File: src/hw/ssp_consts.vh
// Constants shared by the serial port design files
`ifndef SSP_CONSTS_VH
`define SSP_CONSTS_VH
`define SSP_SYS_CLK_NS 40
`define SSP_SCLK_HALF_NS 160
`define SSP_LAST_EDGE 4'hF
`define SSP_DATA_RESET 8'h00
`define SSP_ST_IDLE 2'h1
`define SSP_ST_SHIFT 2'h2
`endif

File: src/hw/ssp_fifo2.v
// Two-entry receive buffer with valid and ready on both sides
`timescale 1ns/100ps
`include "ssp_consts.vh"
module ssp_fifo2 (
  input wire sys_clk,
  input wire rstInt,
  input wire inValid,
  output wire inReady,
  input wire [7:0] inData,
  output wire outValid,
  input wire outReady,
  output wire [7:0] outData
);
  reg [7:0] mem_q [0:1]; // Storage words
  reg wrPtr_q; // Next slot to fill
  reg rdPtr_q; // Oldest slot
  reg [1:0] count_q; // Words held
  wire push;
  wire pop;
  // Honest full and empty from the word count
  assign inReady = (count_q != 2'h2);
  assign outValid = (count_q != 2'h0);
  assign outData = mem_q[rdPtr_q];
  assign push = inValid & inReady;
  assign pop = outValid & outReady;
  // Pointer and count update; push and pop may share a cycle
  always @(posedge sys_clk) begin
    if (rstInt) begin
      wrPtr_q <= 1'b0;
      rdPtr_q <= 1'b0;
      count_q <= 2'h0;
      mem_q[0] <= `SSP_DATA_RESET;
      mem_q[1] <= `SSP_DATA_RESET;
    end else begin
      if (push) begin
        mem_q[wrPtr_q] <= inData;
        wrPtr_q <= ~wrPtr_q;
      end
      if (pop) begin
        rdPtr_q <= ~rdPtr_q;
      end
      if (push & ~pop) begin
        count_q <= count_q + 2'h1;
      end else if (pop & ~push) begin
        count_q <= count_q - 2'h1;
      end
    end
  end
endmodule

File: src/hw/ssp_serial_port.v
// Serial peripheral port, master or slave, with receive buffering
`timescale 1ns/100ps
`include "ssp_consts.vh"
module ssp_serial_port (
  input wire sys_clk,
  input wire rstn,
  input wire masterMode,
  input wire fourPin,
  input wire selectPinMode,
  input wire clockPhaseBit,
  input wire clockPolarityBit,
  input wire softwareResetBit,
  input wire [7:0] txData,
  input wire txValid,
  output wire txReady,
  output wire transmitReadyFlag,
  output wire [7:0] rxData,
  output wire rxValid,
  input wire rxReady,
  output wire receiveReadyFlag,
  output wire busyIndicator,
  output wire clockRequest,
  input wire sclkIn,
  output wire sclkOut,
  output wire sclkOe,
  input wire slaveSelectPinIn,
  output wire slaveSelectPinOut,
  output wire slaveSelectPinOe,
  input wire simoIn,
  output wire simoOut,
  output wire simoOe,
  input wire somiIn,
  output wire somiOut,
  output wire somiOe
);
  // Half period of the master clock in system cycles, rounded up
  localparam [31:0] HALF_FULL =
    (`SSP_SCLK_HALF_NS + `SSP_SYS_CLK_NS - 1) / `SSP_SYS_CLK_NS;
  // Counter is three bits wide; the quotient is cut on purpose
  localparam [2:0] HALF_CYCLES = HALF_FULL[2:0];

  // Sample edges are even for phase 0, odd for phase 1
  function isSample;
    input phase;
    input oddEdge;
    begin
      isSample = phase ? oddEdge : ~oddEdge;
    end
  endfunction

  wire rstInt; // Combined hard and software reset
  wire [3:0] pinsRaw; // Asynchronous pin inputs
  reg [3:0] meta_q; // First synchroniser stage
  reg [3:0] sync_q; // Second synchroniser stage
  wire sclkS;
  wire steActive; // Select pin, active low
  wire simoS;
  wire somiS;
  reg sclkPrev_q; // Previous synced clock, for edge finding
  reg [1:0] state_q; // Master sequencer, one-hot
  reg [2:0] halfCnt_q; // Master half-period counter
  reg [3:0] edgeCnt_q; // Clock edges seen in this character
  reg [7:0] txBuf_q; // Transmit buffer
  reg txFull_q; // Transmit buffer holds a character
  reg [7:0] txSh_q; // Transmit shifter
  reg [7:0] rxSh_q; // Receive shifter
  reg outBit_q; // Data bit on the output pin
  reg sclk_q; // Master clock level
  reg slvLoaded_q; // Slave shifter holds the next character
  wire conflictMode;
  wire slvEnable;
  wire masterEv;
  wire ev; // One clock edge of the character, either mode
  wire sampleEv;
  wire lastEv;
  wire abort;
  wire start;
  wire slvLoad;
  wire inBit;
  wire [7:0] rxWord;
  wire rxInReady;
  wire txWrite;

  assign rstInt = ~rstn | softwareResetBit;
  assign pinsRaw = {somiIn, simoIn, slaveSelectPinIn, sclkIn};

  // Two flip-flops per pin before any logic looks at it
  genvar g;
  generate
    for (g = 0; g < 4; g = g + 1) begin : gSync
      always @(posedge sys_clk) begin
        if (~rstn) begin
          // Select pin starts inactive (high), so no false select after reset
          meta_q[g] <= (g == 1) ? 1'b1 : 1'b0;
          sync_q[g] <= (g == 1) ? 1'b1 : 1'b0;
        end else begin
          meta_q[g] <= pinsRaw[g];
          sync_q[g] <= meta_q[g];
        end
      end
    end
  endgenerate

  assign sclkS = sync_q[0];
  assign steActive = ~sync_q[1];
  assign simoS = sync_q[2];
  assign somiS = sync_q[3];

  // Mode decode
  assign conflictMode = masterMode & fourPin & ~selectPinMode;
  assign slvEnable = ~masterMode & (~fourPin | steActive);
  assign masterEv = (state_q == `SSP_ST_SHIFT) & (halfCnt_q == HALF_CYCLES - 3'h1);
  // Previous level is tracked from reset, so an idle clock gives no false edge except once after a hard reset with the clock idling high
  assign ev = masterMode ? masterEv : (slvEnable & (sclkS ^ sclkPrev_q));
  assign sampleEv = ev & isSample(clockPhaseBit, edgeCnt_q[0]);
  assign lastEv = ev & (edgeCnt_q == `SSP_LAST_EDGE);
  assign abort = conflictMode & ~steActive & (state_q == `SSP_ST_SHIFT);
  // Master waits for room in the receive buffer, so nothing is dropped
  assign start = masterMode & (state_q == `SSP_ST_IDLE) & txFull_q & rxInReady &
    (~conflictMode | steActive);
  // Load only while selected; a deselected load would free the buffer and lose the word
  assign slvLoad = slvEnable & ~slvLoaded_q & txFull_q & (edgeCnt_q == 4'h0) & ~ev;
  assign inBit = masterMode ? somiS : simoS;
  // Phase 1 takes its last sample on the final edge itself
  assign rxWord = clockPhaseBit ? {rxSh_q[6:0], inBit} : rxSh_q;
  assign txWrite = txValid & ~txFull_q;

  // Handshakes and flags
  assign txReady = ~txFull_q;
  assign transmitReadyFlag = ~txFull_q;
  assign receiveReadyFlag = rxValid;
  assign busyIndicator = masterMode ? (state_q == `SSP_ST_SHIFT) : (edgeCnt_q != 4'h0);
  assign clockRequest = busyIndicator;

  // Pin drive
  assign sclkOut = sclk_q;
  assign sclkOe = masterMode;
  assign slaveSelectPinOut = ~(state_q == `SSP_ST_SHIFT);
  assign slaveSelectPinOe = masterMode & fourPin & selectPinMode;
  assign simoOut = outBit_q;
  assign simoOe = masterMode;
  assign somiOut = outBit_q;
  assign somiOe = slvEnable;

  // Edge history of the synced clock
  always @(posedge sys_clk) begin
    if (rstInt) begin
      // Follow the synced pin in reset; hard reset clears it low, so a clock idling high shows one false edge after release
      sclkPrev_q <= sclkS;
    end else begin
      sclkPrev_q <= sclkS;
    end
  end

  // Transmit buffer; write only when empty, so set and clear never meet
  always @(posedge sys_clk) begin
    if (rstInt) begin
      txBuf_q <= `SSP_DATA_RESET;
      txFull_q <= 1'b0;
    end else if (txWrite) begin
      txBuf_q <= txData;
      txFull_q <= 1'b1;
    end else if (start | slvLoad) begin
      txFull_q <= 1'b0;
    end
  end

  // Master sequencer and clock generator
  always @(posedge sys_clk) begin
    if (rstInt) begin
      state_q <= `SSP_ST_IDLE;
      halfCnt_q <= 3'h0;
      sclk_q <= 1'b0;
    end else begin
      case (state_q)
        `SSP_ST_IDLE: begin
          sclk_q <= clockPolarityBit;
          halfCnt_q <= 3'h0;
          if (start) begin
            state_q <= `SSP_ST_SHIFT;
          end
        end
        `SSP_ST_SHIFT: begin
          if (abort | ~masterMode) begin
            // Character is lost; software must write it again
            state_q <= `SSP_ST_IDLE;
          end else if (masterEv) begin
            halfCnt_q <= 3'h0;
            sclk_q <= ~sclk_q;
            if (lastEv) begin
              state_q <= `SSP_ST_IDLE;
            end
          end else begin
            halfCnt_q <= halfCnt_q + 3'h1;
          end
        end
        default: begin
          state_q <= `SSP_ST_IDLE;
        end
      endcase
    end
  end

  // Shared shift datapath for master and slave
  always @(posedge sys_clk) begin
    if (rstInt) begin
      edgeCnt_q <= 4'h0;
      txSh_q <= `SSP_DATA_RESET;
      rxSh_q <= `SSP_DATA_RESET;
      outBit_q <= 1'b0;
      slvLoaded_q <= 1'b0;
    end else if (abort | (~masterMode & fourPin & ~steActive)) begin
      // Deselect or abort restarts the character count
      edgeCnt_q <= 4'h0;
    end else if (start | slvLoad) begin
      txSh_q <= txBuf_q;
      outBit_q <= txBuf_q[7];
      slvLoaded_q <= ~masterMode;
      edgeCnt_q <= 4'h0;
    end else if (ev) begin
      edgeCnt_q <= edgeCnt_q + 4'h1;
      if (sampleEv) begin
        rxSh_q <= {rxSh_q[6:0], inBit};
      end else if (clockPhaseBit) begin
        outBit_q <= txSh_q[7];
        txSh_q <= {txSh_q[6:0], 1'b0};
      end else begin
        outBit_q <= txSh_q[6];
        txSh_q <= {txSh_q[6:0], 1'b0};
      end
      if (lastEv) begin
        // Empty shifter sends zeros if software left the buffer empty
        slvLoaded_q <= 1'b0;
        txSh_q <= `SSP_DATA_RESET;
      end
    end
  end

  // Receive buffer; a slave overrun with both entries full is dropped
  ssp_fifo2 uRxFifo (
    .sys_clk(sys_clk),
    .rstInt(rstInt),
    .inValid(lastEv),
    .inReady(rxInReady),
    .inData(rxWord),
    .outValid(rxValid),
    .outReady(rxReady),
    .outData(rxData)
  );
endmodule

File: config.mk
export PLATFORM = sky130hd
export DESIGN_NAME = ssp_serial_port
export DESIGN_NICKNAME = d
export VERILOG_FILES = /design/src/hw/ssp_fifo2.v /design/src/hw/ssp_serial_port.v
export VERILOG_INCLUDE_DIRS = /design/src /design/src/hw
export SDC_FILE = /design/constraint.sdc
export NUM_CORES = 1
export LEC_CHECK = 0
export BUFFER_PORTS_ARGS = -buffer_cell sky130_fd_sc_hd__buf_4
export CORE_MARGIN = 2
export CORE_UTILIZATION = 57
export CTS_CLUSTER_SIZE = 10
export DETAILED_ROUTE_END_ITERATION = 10
export HOLD_SLACK_MARGIN = 0.12
export PLACE_DENSITY = 0.78
export SLEW_MARGIN = 0
export SYNTH_ARGS = -nofsm -noshare
export SYNTH_HDL_FRONTEND = slang
export SYNTH_HIERARCHICAL = 1
export SYNTH_SLANG_ARGS = --single-unit
File: constraint.sdc
create_clock -name sys_clk -period 3.4 [get_ports sys_clk]
set_input_delay 0.51 -clock sys_clk [delete_from_list [all_inputs] [get_ports sys_clk]]
set_output_delay 0.51 -clock sys_clk [all_outputs]
set_load 0.005 [all_outputs]
==> results.txt, run 1 <==
For this run, the leading register cell type out of synthesis is sky130_fd_sc_hd__dfxtp_1. The distinct cell type count after synthesis came out at 54. Setup violations remaining at the end of the flow were counted as 0. The share of flip-flops with an asynchronous set or reset after synthesis came out at 0%. Across every metal layer, demand over resource in global routing totals between 10% and 20%. The number of diodes is 0. The half-perimeter wire length of the detailed placement result is 4010 um. Counting every instance in the synthesized netlist gives ~320. The startpoint kind of the worst setup timing path is a flop. The data arrival time of the critical path came out at 2.85 ns. The buffers inserted during post-CTS setup optimization is 0.

The worst path buffer plus inverter count came out at 2. After synthesis, the cell types taking the most area are sky130_fd_sc_hd__dfxtp_1 (32%), sky130_fd_sc_hd__edfxtp_1 (15%), sky130_fd_sc_hd__mux2_2 (5.6%). In this run the tightest slew margin relative to its limit is 60.5%. The number of instances resized during post-cts repair is 0.

TritonCTS built the clock tree. The worst vdd rail ir drop came out at 306 uV. The maximum fanout along the worst path came out at 12. On the critical path the largest part of the delay comes from simple AND/OR/NAND/NOR gates.

The clock share of power came out at between 30% and 40%. The number of enable flip-flop cells after synthesis came out at 16. The reported max-cap violation count came out at 0.

The worst setup path is of the reg -> reg kind. The number of buffers created by CTS came out at 9. The initial cell density of the core is approximately three fifths. The H-tree was split into 3 levels. The share of the yosys chip area belonging to registers came out at 46.9%. The largest net degree at the start of global routing is 26. Walking the worst path, the cells encountered are ha_1 > nor2b_2 > a32o_1 > buf_4 > nand2_1 > inv_1 > and2_1 > ha_1 > or3_1 > a21oi_1. For the pin with the worst max-slew slack, the measured transition is 0.592 ns.

The global placer's final weighted congestion is 0.805. After detailed routing, the average wire length per cell comes to 12.8 um. Setup repair after global routing left no endpoint under its margin. The post-detailed-route via-to-cell ratio is 5.36. The switching power as a share of total power came out at 24.5%. The cell with the biggest individual delay on the critical path is sky130_fd_sc_hd__or3_1.

Timing would allow up to 386 MHz. The number of antenna violations at the first check in global routing is 0. The synthesized netlist net count is 347. The routed wire length came out at 5530 um. The synthesized cell area is 0.00320 mm2. The layout overhead on the synthesized area came out at 14.8%. The largest clock skew in the final design is approximately 0.005 ns. The total net switching power came out at 0.000375 W.

In this run the deepest clock path goes through 2 buffers. The count of final max-slew check failures came out at 0. The DRC marker count from the first detailed-route iteration is 123. The number of synthesized register bits is between 60 and 70.

Measured along the y axis, the die boundary spans about 79 um. The final layout contains around 380 nets. The detailed-route via count came out at 2312. In the post-route analysis, the smallest setup slack over all paths is 0.808 ns.

In the global route stage, met3 resource usage came out at 3.52%. The routing usage on met2 is roughly a third. For this run, global-route usage on met1 was measured as approximately 24%. The commonest cells after synthesis are sky130_fd_sc_hd__dfxtp_1 (51), sky130_fd_sc_hd__nor2_1 (38), sky130_fd_sc_hd__a21oi_1 (27), sky130_fd_sc_hd__nand2_1 (24). The clock insertion delay at the later pin of the skew report is 0.34 ns. The setup TNS came out at 0 ns. The most utilized layer in the global route result is met2. The placeable core area came out at between 0.005 and 0.006 mm2. The critical path required time is 3.66 ns. The number of global-route vias before repair is 2218.

The fraction of layout instances using a drive strength above 1 is approximately 27%. The final count of hold timing violations is 0. For this run, design rule violations remaining after detail routing come to 0. The die covers 0.00624 mm2. The clock net sink count is 67. The first-pass iteration count of the detailed router came out at 4. The boundary pin count is 44. Of the available clock period, the critical path in the final layout requires 76.2%. The count of input and output buffers came out at 43. STA classifies the critical path endpoint as a flop. The global-route wire length before repair is a little under 10000 um. Among all cell types in the netlist, the one instantiated most often is sky130_fd_sc_hd__dfxtp_1.

Prior to clock tree synthesis, the placed netlist has a worst setup slack of 0.818 ns. Combinational logic is responsible for 8.4% of the overall power. The leakage power came out at roughly 1.4 nW.

The average cell area after synthesis is 10.0 um2. The cell taking the most area after synthesis is sky130_fd_sc_hd__dfxtp_1. The floorplan step set the die width to between 70 and 80 um. Yosys printed 6 warnings. The cell-internal power is 0.00116 W. The root buffer cell is sky130_fd_sc_hd__clkbuf_8. The cell repeated most along the worst path is sky130_fd_sc_hd__ha_1.

The total of hold buffers inserted after clock tree synthesis came out at 0. The run finished with clean final reports. The number of routed nets with antenna violations is 0. The shortest clock period the worst path allows after layout is between 2 and 3 ns.

Dividing total power by cell area gives a power density of 417 mW/mm2. The clock-pin slew on the worst setup and hold paths is 0.07 ns. The final global-route overflow total came out at 0. The top cell type by area accounts for 31.9% of the synthesized area.

The row count came out at 27. The largest stage delay on the critical path is ~0.38 ns. The sequential cell fraction of total power is between 50% and 60%.

The min-delay analysis places its worst path in the category in -> reg.
sequential cells by signal, summed over array words and instances (netlist names), named ones only:
name / cells
uRxFifo/mem_q: 16
rxSh_q: 8
txBuf_q: 8
txSh_q: 8
edgeCnt_q: 4
meta_q: 4
halfCnt_q: 3
state_q: 2
uRxFifo/count_q: 2
sclkOut: 1
sclkPrev_q: 1
sclkS: 1
simoOut: 1
simoS: 1
slvLoaded_q: 1
somiS: 1
sync_q: 1
txFull_q: 1
uRxFifo/rdPtr_q: 1
uRxFifo/wrPtr_q: 1
cell type report:
class,count,area (um2)
clock buffer,9,124
clock inverter,7,45.0
fill,453,1790
inverter,8,30.0
multi-input combinational,221,1540
sequential,67,1500
tap,72,90.1
timing repair buffer,47,353
final timing paths:
check | start | to | slack [ns] | cells past startpoint
max | halfCnt_q[0] | uRxFifo/count_q[1] | 0.81 | 10
min | slaveSelectPinIn | meta_q[1] | 0.36 | 2
max reg2reg | halfCnt_q[0] | uRxFifo/count_q[1] | 0.81 | 10
min reg2reg | sclkS | sclkPrev_q | 0.36 | 0
placed cells by master (no fill, tap or decap), types with 4 or more instances in the layout:
cell                         instances
sky130_fd_sc_hd__mux2_2             16
sky130_fd_sc_hd__clkinvlp_4          4
sky130_fd_sc_hd__and3_1              5
sky130_fd_sc_hd__mux2i_1            16
sky130_fd_sc_hd__nand2b_1           16
sky130_fd_sc_hd__nand3_1             7
sky130_fd_sc_hd__nor2_1             38
sky130_fd_sc_hd__inv_1               8
sky130_fd_sc_hd__nand2_1            24
sky130_fd_sc_hd__buf_4              47
sky130_fd_sc_hd__and2_1              7
sky130_fd_sc_hd__dfxtp_1            51
sky130_fd_sc_hd__ha_1                6
sky130_fd_sc_hd__edfxtp_1           16
sky130_fd_sc_hd__clkbuf_8            9
sky130_fd_sc_hd__a21oi_1            27
sky130_fd_sc_hd__xor2_1              7
sky130_fd_sc_hd__a211oi_2            6
sky130_fd_sc_hd__a21boi_0            6
sky130_fd_sc_hd__a31oi_1             4
kinds of logic after synthesis:
kind of cell / Yosys count / share of synthesized area (%)
buffers and inverters: 31 / 5.43
AND/OR/NAND/NOR: 115 / 18.6
flip-flops: 67 / 46.9
XOR/XNOR: 8 / 2.19
adder cells (fa/ha/maj): 6 / 2.34
AO/OA/AOI/OAI: 60 / 13.9
multiplexers: 32 / 10.6
power groups by stage:
stage,Clock (W),Combinational (W),Sequential [W]
final,0.000559,0.000128,0.000844
after global routing,0.000602,0.000142,0.000846
after CTS,0.000570,0.000129,0.000844
after detailed placement,0,0.000129,0.000862
after global placement,0,0.000127,0.000862
after floorplan,0,0.0000839,0.000859
routing by layer:
layer	vias up	part of all wire, %
met1	1073	46
met5	-	0
met2	52	48
met4	0	1.6
li1	1180	-
met3	7	4.1
stage by stage:
step / util [%] / cell area (um2) / std cells / hold WS [ns] / total power [W]
3_5_place_dp: 64.1 / 3510 / 415 / 0.360 / 0.000991
6_report: 67.2 / 3680 / 431 / 0.358 / 0.00153
3_3_place_gp: 64.1 / 3510 / 415 / 0.359 / 0.000989
2_1_floorplan: - / 3200 / 319 / 0.349 / 0.000943
5_1_grt: 67.2 / 3680 / 431 / 0.369 / 0.00159
4_1_cts: 67.2 / 3680 / 431 / 0.356 / 0.00154
No activity file was read; power rests on OpenSTA's default activity.
==> run 2: changes to the inputs <==
ABC_AREA = 1   (was unset)
CORE_UTILIZATION = 52   (was 57)
PLACE_DENSITY = 0.75   (was 0.78)
clock period = 2.3 ns   (was 3.4 ns; I/O delays follow)
==> results.txt, run 2 <==
The register with the most flip-flops is uRxFifo/mem_q. The clock net sink count was 67 (unchanged). The worst path buffer plus inverter count is 2 (unchanged).

The clock-pin slew on the worst setup and hold paths is 0.07 ns (about the same). The cell-internal power came out at 0.00182 W (+58%). The headroom to the max-slew limit came out at 75.3% (+15 points).

The detailed-route via count came out at 2710 (+17%). The number of non-filler instances in the completed layout is 554 (+29%). By area the synthesized netlist is led by sky130_fd_sc_hd__dfxtp_1 (31%), sky130_fd_sc_hd__edfxtp_1 (14%), sky130_fd_sc_hd__nand2_1 (11%). The path type of the worst setup path is reg -> reg.

The row count came to 29 (+7.4%). The maximum fanout along the worst path came out at 9 (-3). The worst-case hold slack was 0.182 ns (-0.177 ns). The placeable core area came to 0.00628 mm2 (+15%). The complex-gate fraction of the synthesized area is 9.88% (-4.1 points). The count of final max-slew check failures came to 0 (unchanged). The path depth of the worst reg2reg path was 10 (unchanged). The largest net degree at the start of global routing was 30 (+15%).

The adder-cell share of the synthesized area is 2.26% (-0.081 points). The number of diodes was 0 (unchanged). The final count of hold timing violations is 0 (unchanged).

The buffer levels on the longest clock path was 2 (unchanged). By instance count, the leading cell after synthesis is sky130_fd_sc_hd__nand2_1. The worst setup path is captured at a flop.

The xor and xnor fraction of the mapped netlist area came to 0.528% (-1.7 points). The worst reg2reg path startpoint is halfCnt_q[0]. The switching power as a share of total power is 24.0% (-0.50 points). The number of antenna violations at the first check in global routing came out at 0 (unchanged). The cell repeated most along the worst path is sky130_fd_sc_hd__nand3_2.

The total net switching power is 0.000576 W (+53%). The basic-gate share of the synthesized area counting and, or, nand and nor cells is 28.5% (+9.8 points). The largest clock skew in the final design came out at 0.00571 ns (+0.000787 ns). The total stage count of the critical path came out at 10 (unchanged). The critical path required time is 2.32 ns (-1.34 ns). The number of warnings printed during yosys synthesis came out at 6 (unchanged). The chip height came out at 83.9 um (+6.2%). The transition time at the pin with the least slew margin came out at 0.369 ns (-0.222 ns). The synthesized netlist net count came to 455 (+31%). The placed instance area is 0.00366 mm2 (+4.2%). After synthesis, the largest family of logic cells by area is simple AND/OR/NAND/NOR gates. The routed wire length is 6260 um (+13%). The number of enable flip-flop cells after synthesis came out at 16 (unchanged). The clock share of power was 39.1% (+2.6 points). The total of hold buffers inserted after clock tree synthesis is 0 (unchanged). In the layout the commonest cells are sky130_fd_sc_hd__nand2_1 (92), sky130_fd_sc_hd__nor2_1 (72), sky130_fd_sc_hd__inv_1 (56). The number of H-tree levels came to 3 (unchanged). The mux contribution to synthesized area is 3.02% (-7.6 points).

In this run the worst setup path terminates at uRxFifo/mem_q[0][0]. The final setup violation count was 0 (unchanged). The number of synthesized register bits is 67 (unchanged). The class of the most critical hold timing path is in -> reg. Leaving out fill and tap cells, the most frequent cell in the layout is sky130_fd_sc_hd__nand2_1. The reported max-cap violation count is 0 (unchanged). The synthesized cell area came out at 0.00332 mm2 (+3.6%). The flow ran to the end, and the final reports show no timing, DRC or antenna violations.

The count of input and output buffers came out at 43 (unchanged). TritonCTS built the clock tree. The most critical setup path has its startpoint at halfCnt_q[0]. The most instantiated flip-flop cell in the synthesis netlist is sky130_fd_sc_hd__dfxtp_1. The cell sitting at the root of the clock tree is a sky130_fd_sc_hd__clkbuf_8.

The chip width came out at 83.9 um (+6.2%). The share of the yosys chip area belonging to registers is 45.2% (-1.6 points). The data arrival time of the critical path came out at 2.14 ns (-0.71 ns). The initial cell density of the core came out at 52.9% (-5.7 points).

By count the netlist is led by sky130_fd_sc_hd__nand2_1 (93), sky130_fd_sc_hd__nor2_1 (73), sky130_fd_sc_hd__inv_1 (56), sky130_fd_sc_hd__dfxtp_1 (51), sky130_fd_sc_hd__o21ai_0 (29). STA classifies the critical path startpoint as a flop. The global-route wire length before repair came to 10900 um (+13%). The largest individual stage delay along the critical path comes from the cell sky130_fd_sc_hd__dfxtp_1.

The cell area power density is 620 mW/mm2 (+49%). The boundary pin count came to 44 (unchanged). The half-perimeter wire length of the detailed placement result is 4540 um (+13%). The share of flip-flops with an asynchronous set or reset after synthesis came out at 0% (unchanged).

The fraction of layout instances using a drive strength above 1 is 22.2% (-4.8 points). Traced cell by cell, the critical path runs through ha_1 > inv_1 > nor2_2 > nand3_2 > nand2_4 > nand2_2 > inv_4 > a21boi_4 > nand3_2 > nand2_1. The setup slack of the worst register-to-register path was 0.18 ns (-0.63 ns). The largest stage delay on the critical path came out at 0.35 ns (-0.03 ns). The top-area cell type share of the netlist area came out at 30.8% (-1.1 points). The worst vdd rail ir drop came to 414 uV (+35%). The post-detailed-route via-to-cell ratio is 4.89 (-8.8%). The net count reported at finish is 500 (+31%).

The number of flip-flops in the largest register came out at 16 (unchanged). Setup repair after global routing left no endpoint under its margin. The die area came out at 0.00704 mm2 (+13%).

The ratio of final minimum period to clock period is 92.2% (+16 points). The origin of the worst min-delay path is simoIn. The sequential cell fraction of total power is 52.2% (-2.9 points).

The global placer's final weighted congestion came out at 0.842 (+4.6%). The layout overhead on the synthesized area came out at 16.6%. The DRC marker count from the first detailed-route iteration is 67 (-46%). The number of routed nets with antenna violations came out at 0 (unchanged).

The number of buffers created by CTS is 9 (unchanged). The combinational power share is 8.7% (+0.3 points). The upper clock frequency limit came out at 472 MHz (+22%). The first-pass iteration count of the detailed router came out at 4 (unchanged).

The number of instances in the synthesized netlist came out at 427 (+34%). The shortest clock period the worst path allows after layout is 2.12 ns (-0.471 ns). The finished layout cell area is 0.00387 mm2 (+5.2%). The DRC violation count after routing was 0 (unchanged). The distinct cell type count after synthesis is 37 (-31%). The setup TNS came out at 0 ns (unchanged). The average cell area after synthesis came out at 7.77 um2 (-23%). The leakage power was 1.76 nW (+22%). The cell taking the most area after synthesis is sky130_fd_sc_hd__dfxtp_1.

The number of global-route vias before repair came out at 2565 (+16%). The routed length per instance came out at 11.3 um (-12%). The clock insertion delay at the later pin of the skew report was 0.34 ns (about the same).

The number of placed instances, taps included is 535 (+29%). The worst register-to-register path ends at uRxFifo/mem_q[0][0]. Grouping stages by cell kind, the critical path spends the most delay in simple AND/OR/NAND/NOR gates.

The global routing usage summed across all routing layers is 19.3% (-0.33 points). The final global-route overflow total came out at 0 (unchanged).
-- run 2: per-stage QoR --
stage                     power, W  setup slack (ns)  utilization [%]
after floorplan            0.00141             0.237                -
after global placement     0.00148             0.205             58.3
after detailed placement   0.00149            0.0289             58.3
after CTS                  0.00242            0.0230             61.2
after global routing       0.00251            0.0161             61.7
final                      0.00240             0.180             61.7
-- run 2: routing by layer --
metal	track usage, %	wire length (um)	vias to the layer above
li1	-	-	1433
met1	22.4	2760	1217
met2	33.1	3120	49
met3	4.06	255	11
met4	10.6	129	0
met5	0	0	-
-- run 2: timing repair --
| action | 4_1_cts | 5_1_grt |
|---|---|---|
| resized for setup | 0 | 2 |
| endpoints found under the setup margin | 0 | 18 |
| buffers inserted | 0 | 3 |
-- run 2: cell type report --
class | instances | area [um2]
Fill cell | 560 | 2410
Sequential cell | 67 | 1500
Multi-Input combinational cell | 280 | 1470
Timing Repair Buffer | 50 | 375
Inverter | 64 | 243
Clock buffer | 11 | 131
Tap cell | 77 | 96.3
Clock inverter | 5 | 53.8
-- run 2: worst min-delay path by stage --
stage	end	slack, ns	depth (start not counted)
6_report	meta_q[2]	0.18	3
5_1_grt	meta_q[1]	0.18	2
4_1_cts	meta_q[0]	0.17	3
3_5_place_dp	sclkPrev_q	0.36	0
3_3_place_gp	sclkPrev_q	0.36	0
2_1_floorplan	sclkPrev_q	0.35	0
-- run 2: worst reg2reg max path, stage by stage (launching register included) --
cell and delay (ns):
sky130_fd_sc_hd__dfxtp_1 0.35, sky130_fd_sc_hd__ha_1 0.17, sky130_fd_sc_hd__inv_1 0.05, sky130_fd_sc_hd__nor2_2 0.11, sky130_fd_sc_hd__nand3_2 0.14, sky130_fd_sc_hd__nand2_4 0.13
sky130_fd_sc_hd__nand2_2 0.09, sky130_fd_sc_hd__inv_4 0.12, sky130_fd_sc_hd__a21boi_4 0.26, sky130_fd_sc_hd__nand3_2 0.10, sky130_fd_sc_hd__nand2_1 0.27
-- run 2: power groups by stage --
stage | combinational, W | sequential, W | clock (W)
floorplan | 0.000139 | 0.00128 | 0
global placement | 0.000203 | 0.00128 | 0
detailed placement | 0.000207 | 0.00128 | 0
CTS | 0.000209 | 0.00125 | 0.000960
global route | 0.000238 | 0.00126 | 0.00101
finish | 0.000209 | 0.00125 | 0.000937
-- run 2: kinds of logic (layout without fill, tap and decap cells) --
group,Yosys count,in the layout
and+or+nand+nor,207,207
buffers and inverters,80,130
DFF,67,67
AOI/OAI and AO/OA,56,56
muxes,9,9
adders and majority gates,6,6
xor gates and xnor gates,2,2
